[config.mk]
export PLATFORM = sky130hd
export DESIGN_NAME = irq_wake_power_control
export DESIGN_NICKNAME = d
export VERILOG_FILES = /design/src/logic/irq_wake_pkg.sv /design/src/logic/irq_wake_power_control.sv
export SDC_FILE = /design/constraint.sdc
export NUM_CORES = 1
export LEC_CHECK = 0
export BUFFER_PORTS_ARGS = -buffer_cell sky130_fd_sc_hd__buf_2
export CAP_MARGIN = 20
export CORE_ASPECT_RATIO = 0.8
export CORE_MARGIN = 2
export CORE_UTILIZATION = 50
export DETAILED_ROUTE_END_ITERATION = 12
export PLACE_DENSITY = 0.77
export SYNTH_ARGS = -nofsm -noshare
export SYNTH_HDL_FRONTEND = slang
export SYNTH_SLANG_ARGS = --single-unit
[constraint.sdc]
create_clock -name clock_i -period 1.65 [get_ports clock_i]
set_input_delay 0.165 -clock clock_i [delete_from_list [all_inputs] [get_ports clock_i]]
set_output_delay 0.165 -clock clock_i [all_outputs]
set_load 0.02 [all_outputs]
[src/logic/irq_wake_pkg.sv]
package irq_wake_pkg;

   // Register map, byte addresses on the 16-bit register port.
   localparam logic [15:0] ADDR_EXT_IRQ_ENABLE = 16'h0008;
   localparam logic [15:0] ADDR_MISC           = 16'h0009;
   localparam logic [15:0] ADDR_IRQ_STATUS     = 16'h000A;

   localparam logic [7:0]  EXT_IRQ_ENABLE_RST  = 8'h00;
   localparam int          SLOW_BIT            = 2;

   // Lines 3, 4, 7 and 8 react to a falling edge, the others to a rising edge.
   localparam logic [7:0]  FALLING_LINES       = 8'hCC;

   localparam int          OSC_DIV             = 3;
   localparam int          SLOW_DIV            = 2;
   localparam int          WAKE_CYCLES         = 4096;

   // Source indices, highest priority first.
   localparam int          SRC_RESET           = 0;
   localparam int          SRC_TRAP            = 1;
   localparam int          SRC_FLASH           = 2;
   localparam int          SRC_USB_END         = 3;
   localparam int          SRC_EXT             = 4;
   localparam int          SRC_TIMER           = 5;
   localparam int          SRC_RSVD            = 6;
   localparam int          SRC_SERIAL          = 7;
   localparam int          SRC_USB             = 8;
   localparam int          NUM_SRC             = 9;

   localparam logic [15:0] VEC_RESET           = 16'hFFFE;
   localparam logic [15:0] VEC_TRAP            = 16'hFFFC;
   localparam logic [15:0] VEC_FLASH           = 16'hFFFA;
   localparam logic [15:0] VEC_USB_END         = 16'hFFF8;
   localparam logic [15:0] VEC_EXT             = 16'hFFF6;
   localparam logic [15:0] VEC_TIMER           = 16'hFFF4;
   localparam logic [15:0] VEC_RSVD            = 16'hFFF2;
   localparam logic [15:0] VEC_SERIAL          = 16'hFFF0;
   localparam logic [15:0] VEC_USB             = 16'hFFEE;

   typedef enum logic [3:0] {
      PWR_RUN   = 4'h1,
      PWR_WAIT  = 4'h2,
      PWR_HALT  = 4'h4,
      PWR_START = 4'h8
   } power_e;

endpackage

[src/logic/irq_wake_power_control.sv]
`timescale 1ns/100ps

// Function
// Reset, trap, flash start, USB end-suspend rank highest, with their vectors.
// Then external, timer, reserved, serial, general USB, the last lowest.
// Only enabled external lines, USB end-suspend or reset leave halt.
// Enable register at 0008h, reset 00h, bit n-1 enables line n.
// Lines 1, 2, 5, 6 request on a rising pin edge when enabled.
// Lines 3, 4, 7, 8 request on a falling pin edge when enabled.
// A disabled line never requests, whatever its pin does.
// Halt switches the oscillator off, stopping CPU and peripherals.
// Entering halt clears the interrupt mask bit.
// Halt wake restarts oscillator and stalls CPU for 4096 CPU clocks.
// After the delay the waking interrupt or reset vector is served.
// Servicing sets the mask bit; popping the condition code clears it.
// Slow select adds a divide-by-2 to the CPU and peripheral clock.
// Wait stops the CPU only and forces the mask bit to 0.
// Wait ends on any interrupt or reset with a vector fetch.
// After reset run mode with CPU clock equal to oscillator over 3; the code resets into PWR_START and stalls the CPU for the wake delay first.
// Enabled pins of one vector are ORed; an active pin masks others.
// A pin in output mode cannot raise an external interrupt.
// Each enabled input pin is qualified independently of the others.
// Software keeps alternate functions off pins used as interrupt inputs.
// With several pending, the highest priority is presented first.
// A masked request stays pending until it can be served.
// Pins pass two flip-flops; sample compare sets a pending latch.
// Wake delay counts restarted CPU clocks, CPU stalled until terminal.
module irq_wake_power_control #(
   parameter int WAKE_CYCLES = irq_wake_pkg::WAKE_CYCLES,
   parameter int LINES       = 8
) (
   input  wire logic              clock_i,
   input  wire logic              rst_n_i,
   input  wire logic [15:0]       reg_addr_i,
   input  wire logic [7:0]        reg_wdata_i,
   input  wire logic              reg_wr_i,
   input  wire logic              reg_rd_i,
   output logic      [7:0]        reg_rdata_o,
   input  wire logic [LINES-1:0]  ext_irq_line_i,
   input  wire logic [LINES-1:0]  pin_dir_i,
   input  wire logic              timer_status_i,
   input  wire logic              serial_status_i,
   input  wire logic              usb_irq_status_i,
   input  wire logic              usb_suspend_end_i,
   input  wire logic              flash_prog_start_i,
   input  wire logic              trap_instr_i,
   input  wire logic              halt_instr_i,
   input  wire logic              wait_for_interrupt_instr_i,
   input  wire logic              cc_pop_i,
   input  wire logic              irq_ack_i,
   output logic                   irq_req_o,
   output logic      [15:0]       irq_vector_o,
   output logic                   irq_mask_o,
   output logic                   osc_enable_o,
   output logic                   cpu_stall_o,
   output logic                   cpu_tick_o
);

   localparam int CW = $clog2(WAKE_CYCLES);
   localparam logic [CW-1:0] WAKE_LAST = CW'(WAKE_CYCLES - 1);
   localparam logic [2:0] DIV_LAST = 3'(irq_wake_pkg::OSC_DIV - 1);
   localparam logic [2:0] SLOW_LAST = 3'(irq_wake_pkg::OSC_DIV * irq_wake_pkg::SLOW_DIV - 1);

   irq_wake_pkg::power_e state_q;
   logic [7:0]           enable_q;
   logic                 slow_q;
   logic [LINES-1:0]     sync1_q;
   logic [LINES-1:0]     sync2_q;
   logic                 group_q;
   logic                 group_d;
   logic                 pend_ext_q;
   logic                 pend_reset_q;
   logic                 pend_trap_q;
   logic                 pend_flash_q;
   logic                 pend_usb_end_q;
   logic [irq_wake_pkg::NUM_SRC-1:0] pend;
   logic [irq_wake_pkg::NUM_SRC-1:0] elig;
   logic [3:0]           sel_d;
   logic [3:0]           sel_q;
   logic                 any_elig;
   logic [15:0]          vector_d;
   logic                 mask_q;
   logic [2:0]           div_q;
   logic [2:0]           div_last;
   logic                 tick_q;
   logic [CW-1:0]        wake_cnt_q;
   logic                 wake_done;
   logic                 halt_wake;
   logic                 ack_ext;
   logic                 run_q;

   ////////////////////////////////////////////////////////////////////////////////
   // Register port.

   always_ff @(posedge clock_i or negedge rst_n_i) begin
      if (!rst_n_i) begin
         enable_q <= irq_wake_pkg::EXT_IRQ_ENABLE_RST;
      end else if (reg_wr_i && reg_addr_i == irq_wake_pkg::ADDR_EXT_IRQ_ENABLE) begin
         enable_q <= reg_wdata_i;
      end
   end

   // Slow select can only be set by software; only reset clears it.
   always_ff @(posedge clock_i or negedge rst_n_i) begin
      if (!rst_n_i) begin
         slow_q <= 1'b0;
      end else if (reg_wr_i && reg_addr_i == irq_wake_pkg::ADDR_MISC &&
                   reg_wdata_i[irq_wake_pkg::SLOW_BIT]) begin
         slow_q <= 1'b1;
      end
   end

   always_ff @(posedge clock_i or negedge rst_n_i) begin
      if (!rst_n_i) begin
         reg_rdata_o <= 8'h00;
      end else if (reg_rd_i) begin
         unique case (reg_addr_i)
            irq_wake_pkg::ADDR_EXT_IRQ_ENABLE: reg_rdata_o <= enable_q;
            irq_wake_pkg::ADDR_MISC: reg_rdata_o <= {5'h00, slow_q, 2'h0};
            irq_wake_pkg::ADDR_IRQ_STATUS: reg_rdata_o <= {2'h0, cpu_stall_o, mask_q,
                                                           pend_flash_q, pend_trap_q,
                                                           pend_usb_end_q, pend_ext_q};
            default: reg_rdata_o <= 8'h00;
         endcase
      end else begin
         reg_rdata_o <= 8'h00;
      end
   end

   ////////////////////////////////////////////////////////////////////////////////
   // External lines.

   always_ff @(posedge clock_i or negedge rst_n_i) begin
      if (!rst_n_i) begin
         // Reset to the idle level, so an armed falling line sees no edge on release.
         sync1_q <= irq_wake_pkg::FALLING_LINES[LINES-1:0];
         sync2_q <= irq_wake_pkg::FALLING_LINES[LINES-1:0];
      end else begin
         sync1_q <= ext_irq_line_i;
         sync2_q <= sync1_q;
      end
   end

   // Each line is normalised to active high and qualified on its own, then the
   // group is ORed, so a line held active hides edges on its neighbours.
   always_comb begin
      group_d = 1'b0;
      for (int i = 0; i < LINES; i++) begin
         if (enable_q[i] && !pin_dir_i[i] &&
             (sync2_q[i] ^ irq_wake_pkg::FALLING_LINES[i])) begin
            group_d = 1'b1;
         end
      end
   end

   always_ff @(posedge clock_i or negedge rst_n_i) begin
      if (!rst_n_i) begin
         group_q <= 1'b0;
      end else begin
         group_q <= group_d;
      end
   end

   assign ack_ext = irq_ack_i && sel_q == 4'(irq_wake_pkg::SRC_EXT);

   // The edge wins over a clear that lands in the same cycle.
   always_ff @(posedge clock_i or negedge rst_n_i) begin
      if (!rst_n_i) begin
         pend_ext_q <= 1'b0;
      end else if (group_d && !group_q) begin
         pend_ext_q <= 1'b1;
      end else if (ack_ext) begin
         pend_ext_q <= 1'b0;
      end
   end

   ////////////////////////////////////////////////////////////////////////////////
   // Event latches for the upper sources; peripheral flags are levels held in
   // their own status registers and are only sampled here.

   always_ff @(posedge clock_i or negedge rst_n_i) begin
      if (!rst_n_i) begin
         pend_reset_q <= 1'b1;
      end else if (irq_ack_i && sel_q == 4'(irq_wake_pkg::SRC_RESET)) begin
         pend_reset_q <= 1'b0;
      end
   end

   always_ff @(posedge clock_i or negedge rst_n_i) begin
      if (!rst_n_i) begin
         pend_trap_q <= 1'b0;
      end else if (trap_instr_i) begin
         pend_trap_q <= 1'b1;
      end else if (irq_ack_i && sel_q == 4'(irq_wake_pkg::SRC_TRAP)) begin
         pend_trap_q <= 1'b0;
      end
   end

   always_ff @(posedge clock_i or negedge rst_n_i) begin
      if (!rst_n_i) begin
         pend_flash_q <= 1'b0;
      end else if (flash_prog_start_i) begin
         pend_flash_q <= 1'b1;
      end else if (irq_ack_i && sel_q == 4'(irq_wake_pkg::SRC_FLASH)) begin
         pend_flash_q <= 1'b0;
      end
   end

   always_ff @(posedge clock_i or negedge rst_n_i) begin
      if (!rst_n_i) begin
         pend_usb_end_q <= 1'b0;
      end else if (usb_suspend_end_i) begin
         pend_usb_end_q <= 1'b1;
      end else if (irq_ack_i && sel_q == 4'(irq_wake_pkg::SRC_USB_END)) begin
         pend_usb_end_q <= 1'b0;
      end
   end

   ////////////////////////////////////////////////////////////////////////////////
   // Priority and vector.

   assign pend = {usb_irq_status_i, serial_status_i, 1'b0, timer_status_i, pend_ext_q,
                  pend_usb_end_q, pend_flash_q, pend_trap_q, pend_reset_q};

   // Reset and trap ignore the mask; everything else waits for it to drop.
   assign elig = pend & {{(irq_wake_pkg::NUM_SRC-2){!mask_q}}, 2'b11};
   assign any_elig = |elig;

   always_comb begin
      sel_d = 4'(irq_wake_pkg::SRC_USB);
      for (int i = irq_wake_pkg::NUM_SRC - 1; i >= 0; i--) begin
         if (elig[i]) begin
            sel_d = 4'(i);
         end
      end
   end

   always_comb begin
      unique case (sel_d)
         4'(irq_wake_pkg::SRC_RESET):   vector_d = irq_wake_pkg::VEC_RESET;
         4'(irq_wake_pkg::SRC_TRAP):    vector_d = irq_wake_pkg::VEC_TRAP;
         4'(irq_wake_pkg::SRC_FLASH):   vector_d = irq_wake_pkg::VEC_FLASH;
         4'(irq_wake_pkg::SRC_USB_END): vector_d = irq_wake_pkg::VEC_USB_END;
         4'(irq_wake_pkg::SRC_EXT):     vector_d = irq_wake_pkg::VEC_EXT;
         4'(irq_wake_pkg::SRC_TIMER):   vector_d = irq_wake_pkg::VEC_TIMER;
         4'(irq_wake_pkg::SRC_RSVD):    vector_d = irq_wake_pkg::VEC_RSVD;
         4'(irq_wake_pkg::SRC_SERIAL):  vector_d = irq_wake_pkg::VEC_SERIAL;
         default:                       vector_d = irq_wake_pkg::VEC_USB;
      endcase
   end

   // A request is raised only from run mode, but being registered it can stay up for one cycle after halt or wait entry.
   always_ff @(posedge clock_i or negedge rst_n_i) begin
      if (!rst_n_i) begin
         irq_req_o    <= 1'b0;
         irq_vector_o <= irq_wake_pkg::VEC_RESET;
         sel_q        <= 4'(irq_wake_pkg::SRC_RESET);
      end else begin
         irq_req_o    <= run_q && any_elig && !irq_ack_i;
         irq_vector_o <= vector_d;
         sel_q        <= sel_d;
      end
   end

   ////////////////////////////////////////////////////////////////////////////////
   // Interrupt mask bit.

   always_ff @(posedge clock_i or negedge rst_n_i) begin
      if (!rst_n_i) begin
         mask_q <= 1'b1;
      end else if (run_q && (halt_instr_i || wait_for_interrupt_instr_i)) begin
         mask_q <= 1'b0;
      end else if (irq_ack_i) begin
         mask_q <= 1'b1;
      end else if (cc_pop_i) begin
         mask_q <= 1'b0;
      end
   end

   assign irq_mask_o = mask_q;

   ////////////////////////////////////////////////////////////////////////////////
   // Clock divider and power modes.

   assign div_last = slow_q ? SLOW_LAST : DIV_LAST;

   always_ff @(posedge clock_i or negedge rst_n_i) begin
      if (!rst_n_i) begin
         div_q  <= 3'h0;
         tick_q <= 1'b0;
      end else if (!osc_enable_o || (run_q && halt_instr_i)) begin
         // The oscillator stops on the halt entry edge, so no tick may leave on it.
         div_q  <= 3'h0;
         tick_q <= 1'b0;
      end else begin
         div_q  <= (div_q >= div_last) ? 3'h0 : div_q + 3'h1;
         tick_q <= div_q >= div_last;
      end
   end

   assign cpu_tick_o = tick_q;

   // The stabilisation counter runs on restarted CPU clock ticks, so the delay
   // stretches to twice the time in slow mode.
   always_ff @(posedge clock_i or negedge rst_n_i) begin
      if (!rst_n_i) begin
         wake_cnt_q <= '0;
      end else if (state_q != irq_wake_pkg::PWR_START) begin
         wake_cnt_q <= '0;
      end else if (tick_q && wake_cnt_q != WAKE_LAST) begin
         wake_cnt_q <= wake_cnt_q + CW'(1);
      end
   end

   assign wake_done = tick_q && wake_cnt_q == WAKE_LAST;
   assign halt_wake = pend_ext_q || pend_usb_end_q;

   always_ff @(posedge clock_i or negedge rst_n_i) begin
      if (!rst_n_i) begin
         state_q <= irq_wake_pkg::PWR_START;
      end else begin
         unique case (state_q)
            irq_wake_pkg::PWR_RUN: begin
               if (halt_instr_i) begin
                  state_q <= irq_wake_pkg::PWR_HALT;
               end else if (wait_for_interrupt_instr_i) begin
                  state_q <= irq_wake_pkg::PWR_WAIT;
               end
            end
            irq_wake_pkg::PWR_WAIT: begin
               if (any_elig) begin
                  state_q <= irq_wake_pkg::PWR_RUN;
               end
            end
            irq_wake_pkg::PWR_HALT: begin
               if (halt_wake) begin
                  state_q <= irq_wake_pkg::PWR_START;
               end
            end
            irq_wake_pkg::PWR_START: begin
               if (wake_done) begin
                  state_q <= irq_wake_pkg::PWR_RUN;
               end
            end
         endcase
      end
   end

   assign run_q        = state_q == irq_wake_pkg::PWR_RUN;
   assign osc_enable_o = state_q != irq_wake_pkg::PWR_HALT;
   assign cpu_stall_o  = !run_q;
endmodule // irq_wake_power_control

==> summary by stage <==
Clock network
Counting along the longest clock path gives a buffer depth of 2. In this run the number of H-tree levels came out at 3. The CTS tree is done. The cell sitting at the root of the clock tree is a sky130_fd_sc_hd__clkbuf_8. Counting every sink on the clock net gives 69. For the worst-skew pair, the clock arrives at the later sink with an insertion delay of about 0.35 ns. The number of buffers created by CTS is 9. The clock transition time at the flip-flop clock pins of the worst setup and hold paths is ~0.08 ns.

Worst setup path
The nature of the critical path endpoint is a primary output. The worst flop-to-flop path startpoint is state_q[3]. The kind of start point of the critical path is a flop. STA puts the critical path data arrival time at about 1.5 ns. The most critical setup path has its startpoint at state_q[0]. The critical path is of the reg2out type. The required time of the critical path is 1.48 ns.

The largest driver fanout on the critical path is 2. The length in cells of the worst reg-to-reg path is 3. The last element of the critical path is osc_enable_o. The endpoint of the most critical register-to-register path is state_q[0].

The worst reg-to-reg setup slack is ~0.09 ns.

Timing
The slew at the pin closest to its max-slew limit is ~0.56 ns. The setup violation total in the final timing report is 0. The count of final hold-check violations was 0. The maximum clock frequency is between 600 and 700 MHz. The final critical delay including setup and external delays is approximately 1.6 ns. Headroom to the max-slew limit came out at 0.626. Setup repair after global routing could not meet its margin everywhere.

In the finished design, the share of the clock period the worst path needs comes to 0.994. Across the routed clock network, the largest skew measured is 0.00959 ns. The total count of max-transition violations in the final report came to 0.

Die
For this configuration, the core starts out at a cell density of 0.516. From bottom edge to top edge, the die measures 73.7 um. 83 I/O pins were placed. The placement row count is 25. The placeable core area is 5880 sq um. Measured along the x axis, the die boundary spans 91.1 um. The floorplan step defined a die boundary enclosing roughly 6700 sq um.

Synth
After synthesis the netlist holds a flip-flop and latch count of a little under 70. Of the total synthesized cell area, the portion taken by AND, OR, NAND and NOR gates is 0.186. The number of instances in the synthesized netlist is 268. The number of distinct library cells after synthesis is 51. Each instance of the synthesized netlist takes up on average between 10 and 15 sq um.

For this run, the number of Yosys warnings is 0. Of the post-synthesis cell area, the part taken by muxes is 0.0528. For this run, asynchronously set or reset flops after synthesis account for 1.00. The synthesized netlist occupies a cell area of between 3000 and 4000 sq um. The synthesized design contains 0 enable-type register cells. In the synthesized netlist the dominant register cell turns out to be sky130_fd_sc_hd__dfrtp_1.

Of the total synthesized cell area, the portion taken by XOR and XNOR cells is 0.0346. The dominant combinational cell family by area after synthesis is simple AND/OR/NAND/NOR gates. The share of the synthesized area in compound gates (AO/OA/AOI/OAI) is 0.0755. For this run, the register share of the synthesized area comes to 0.575. Of the total synthesized cell area, the portion taken by full adders, half adders and majority gates is 0.0206.

Global routing
The first-pass GRT wire length is 10.4 mm. The via count of the first global-routing pass is between 2,000 and 2,500. The initial antenna violation count is 0. For this run, the total global-route usage over all layers was measured as 0.204. The final global-route overflow total is 0. Entering global routing, the biggest net connects 26 pins.

Placed design
The wire-length estimate of the detail-placed layout is 4.60 mm. In this run, placement finished with an instance count of 425. The count of buffers inserted at the top-level ports is 70. The routability-driven placement congestion ratio is ~0.78.

Detailed routing
The total number of vias is ~2,300. After detailed routing, the number of remaining DRC violations is 0. The iteration count of the initial detailed-routing pass is 6. The sum of routed wire length over all layers is ~6.4 mm. The count of nets left with antenna violations after detail routing is 0. In the final routed layout, each cell accounts on average for roughly 14 um. The detailed router's first-iteration violation count is 94. After detailed routing, the number of vias per cell comes to 5.05.

Power and ir drop
The total power is ~4.6 mW. The relative contribution of sequential cells to total power is 0.430. Across the VDD grid, the largest voltage drop is between 0.6 and 0.7 mV.

The analysis attributes to net switching a power of between 1 and 1.5 mW. The switching share of power is 0.279. Of the total power, the clock network draws 0.361. For this design the static power due to leakage is 1.93 nW. The internal power of the cells totals about 3.3 mW. Dividing total power by cell area gives a power density of 1170 nW/um^2.

The fraction of power consumed by combinational cells is 0.209.

Worst hold path
The kind of path behind the tightest hold check is in2reg.

Finish
The finished layout holds approximately 460 standard cells, fillers aside. After the last flow step, the layout net total stands at roughly 430. The layout has 474 filler cells. The fraction of final layout cells sized beyond drive strength 1 is 0.358. The growth of design area from synthesis to finish is 30.5%. The number of diodes added for antenna fixing is 0.

Run
The max capacitance violation total is 0.

Outcome
The run finished with clean final reports.
-- final cells by class --
cell class / count / area [sq um] / area share
Sequential cell: 69 / 1750 / 0.441
Multi-Input combinational cell: 178 / 1190 / 0.300
Clock buffer: 9 / 124 / 0.0313
Inverter: 13 / 48.8 / 0.0123
Clock inverter: 7 / 124 / 0.0313
Timing Repair Buffer: 98 / 629 / 0.159
Tap cell: 81 / 101 / 0.0256
-- placed cells by master (no fill, tap or decap), types with 5 or more instances in the layout --
cell | netlist | final
sky130_fd_sc_hd__inv_1 | 13 | 13
sky130_fd_sc_hd__buf_4 | 12 | 14
sky130_fd_sc_hd__mux2i_1 | 7 | 7
sky130_fd_sc_hd__nand2_1 | 10 | 10
sky130_fd_sc_hd__ha_1 | 5 | 5
sky130_fd_sc_hd__dlygate4sd3_1 | 0 | 11
sky130_fd_sc_hd__and3_1 | 8 | 8
sky130_fd_sc_hd__dfstp_2 | 15 | 15
sky130_fd_sc_hd__clkbuf_8 | 0 | 9
sky130_fd_sc_hd__mux2_2 | 7 | 7
sky130_fd_sc_hd__conb_1 | 2 | 12
sky130_fd_sc_hd__buf_2 | 0 | 68
sky130_fd_sc_hd__xor2_1 | 5 | 5
sky130_fd_sc_hd__dfrtp_1 | 54 | 54
sky130_fd_sc_hd__nor2_1 | 40 | 40
sky130_fd_sc_hd__xnor2_1 | 7 | 7
sky130_fd_sc_hd__nand2b_1 | 6 | 5
sky130_fd_sc_hd__nand3_1 | 6 | 6
-- synthesized netlist by cell type (2+ instances only) --
cell type	count	area, sq um
sky130_fd_sc_hd__a211oi_1	3	22.5
sky130_fd_sc_hd__a21o_1	4	30.0
sky130_fd_sc_hd__a21oi_1	4	20.0
sky130_fd_sc_hd__a32oi_1	3	26.3
sky130_fd_sc_hd__and2_1	2	12.5
sky130_fd_sc_hd__and3_1	8	50.1
sky130_fd_sc_hd__and4_1	3	26.3
sky130_fd_sc_hd__and4b_1	2	20.0
sky130_fd_sc_hd__buf_4	12	90.1
sky130_fd_sc_hd__clkbuf_1	5	18.8
sky130_fd_sc_hd__conb_1	2	7.51
sky130_fd_sc_hd__dfrtp_1	54	1350
sky130_fd_sc_hd__dfstp_2	15	394
sky130_fd_sc_hd__ha_1	5	62.6
sky130_fd_sc_hd__inv_1	13	48.8
sky130_fd_sc_hd__mux2_2	7	78.8
sky130_fd_sc_hd__mux2i_1	7	70.1
sky130_fd_sc_hd__nand2_1	10	37.5
sky130_fd_sc_hd__nand2b_1	6	37.5
sky130_fd_sc_hd__nand3_1	6	30.0
sky130_fd_sc_hd__nand3b_1	3	22.5
sky130_fd_sc_hd__nand4_1	3	18.8
sky130_fd_sc_hd__nor2_1	40	150
sky130_fd_sc_hd__nor3_1	4	20.0
sky130_fd_sc_hd__nor4_1	3	18.8
sky130_fd_sc_hd__o21ai_0	5	25.0
sky130_fd_sc_hd__o21bai_1	2	15.0
sky130_fd_sc_hd__o22ai_1	2	12.5
sky130_fd_sc_hd__o31ai_1	2	15.0
sky130_fd_sc_hd__or4b_1	2	20.0
sky130_fd_sc_hd__xnor2_1	7	61.3
sky130_fd_sc_hd__xor2_1	5	43.8
-- worst min path at each step --
| stage | startpoint | end | slack [ns] | cells after the start |
|---|---|---|---|---|
| floorplan | rst_n_i | cpu_tick_o | -0.13 | 0 |
| global placement | rst_n_i | enable_q[3] | 0.18 | 1 |
| detailed placement | rst_n_i | enable_q[3] | 0.19 | 1 |
| CTS | usb_suspend_end_i | pend_usb_end_q | 0.003 | 2 |
| global route | usb_suspend_end_i | pend_usb_end_q | 0.01 | 2 |
| finish | usb_suspend_end_i | pend_usb_end_q | 0.02 | 2 |
-- state kept, by name, indices dropped and copies added (netlist names), 3 cells and up --
| register | flops |
|---|---|
| div_q | 3 |
| enable_q | 8 |
| irq_vector_o | 4 |
| reg_rdata_o | 8 |
| sel_q | 4 |
| state_q | 4 |
| sync1_q | 8 |
| sync2_q | 8 |
| wake_cnt_q | 12 |
-- critical path: stages (launching register included) --
cell and delay [ns]:
sky130_fd_sc_hd__dfrtp_1 0.39, sky130_fd_sc_hd__buf_6 0.12, sky130_fd_sc_hd__nand2b_4 0.13, sky130_fd_sc_hd__or3_4 0.35
sky130_fd_sc_hd__buf_6 0.14
-- what timing repair did --
action,CTS,global route
pin swaps,2,2
hold endpoints to repair,28,0
resized for setup,5,5
cloned,0,0
hold buffers,11,0
endpoints found under the setup margin,2,8
setup buffers,3,0
-- power groups by stage --
stage	Sequential, mW	Clock (mW)	Combinational, mW
floorplan	2.02	0	0.543
global placement	2.01	0	0.819
detailed placement	2.02	0	0.853
CTS	2.00	1.71	0.957
global route	2.02	1.76	1.08
finish	2.00	1.67	0.970
-- per-layer routing --
metal,vias to the layer above,track usage,part of all wire
li1,1111,-,-
met1,1116,0.244,0.45
met2,66,0.358,0.49
met3,4,0.0738,0.056
met4,0,0.0505,0.0065
met5,-,0,0
-- through the flow --
stage / hold WS, ns / worst slack [ns] / util / TNS [ns] / cell area [sq um]
after floorplan: -0.131 / 0.109 / - / 0 / 3070
after detailed placement: 0.193 / -0.0296 / 0.602 / -0.149 / 3540
final: 0.0156 / 0.00910 / 0.673 / 0 / 3960
after CTS: 0.00317 / -0.0602 / 0.671 / -0.0602 / 3940
after global routing: 0.0146 / -0.0302 / 0.673 / -0.0500 / 3960
after global placement: 0.183 / 0.0296 / 0.602 / 0 / 3540
-- logic make-up after synthesis --
family,count (synthesis)
multiplexers,15
adder cells (fa/ha/maj),5
AO/OA/AOI/OAI,32
buffers and inverters,31
AND/OR/NAND/NOR,102
other,2
XOR/XNOR,12
flip-flops,69
Note: power is estimated with default switching activity, not from simulation.
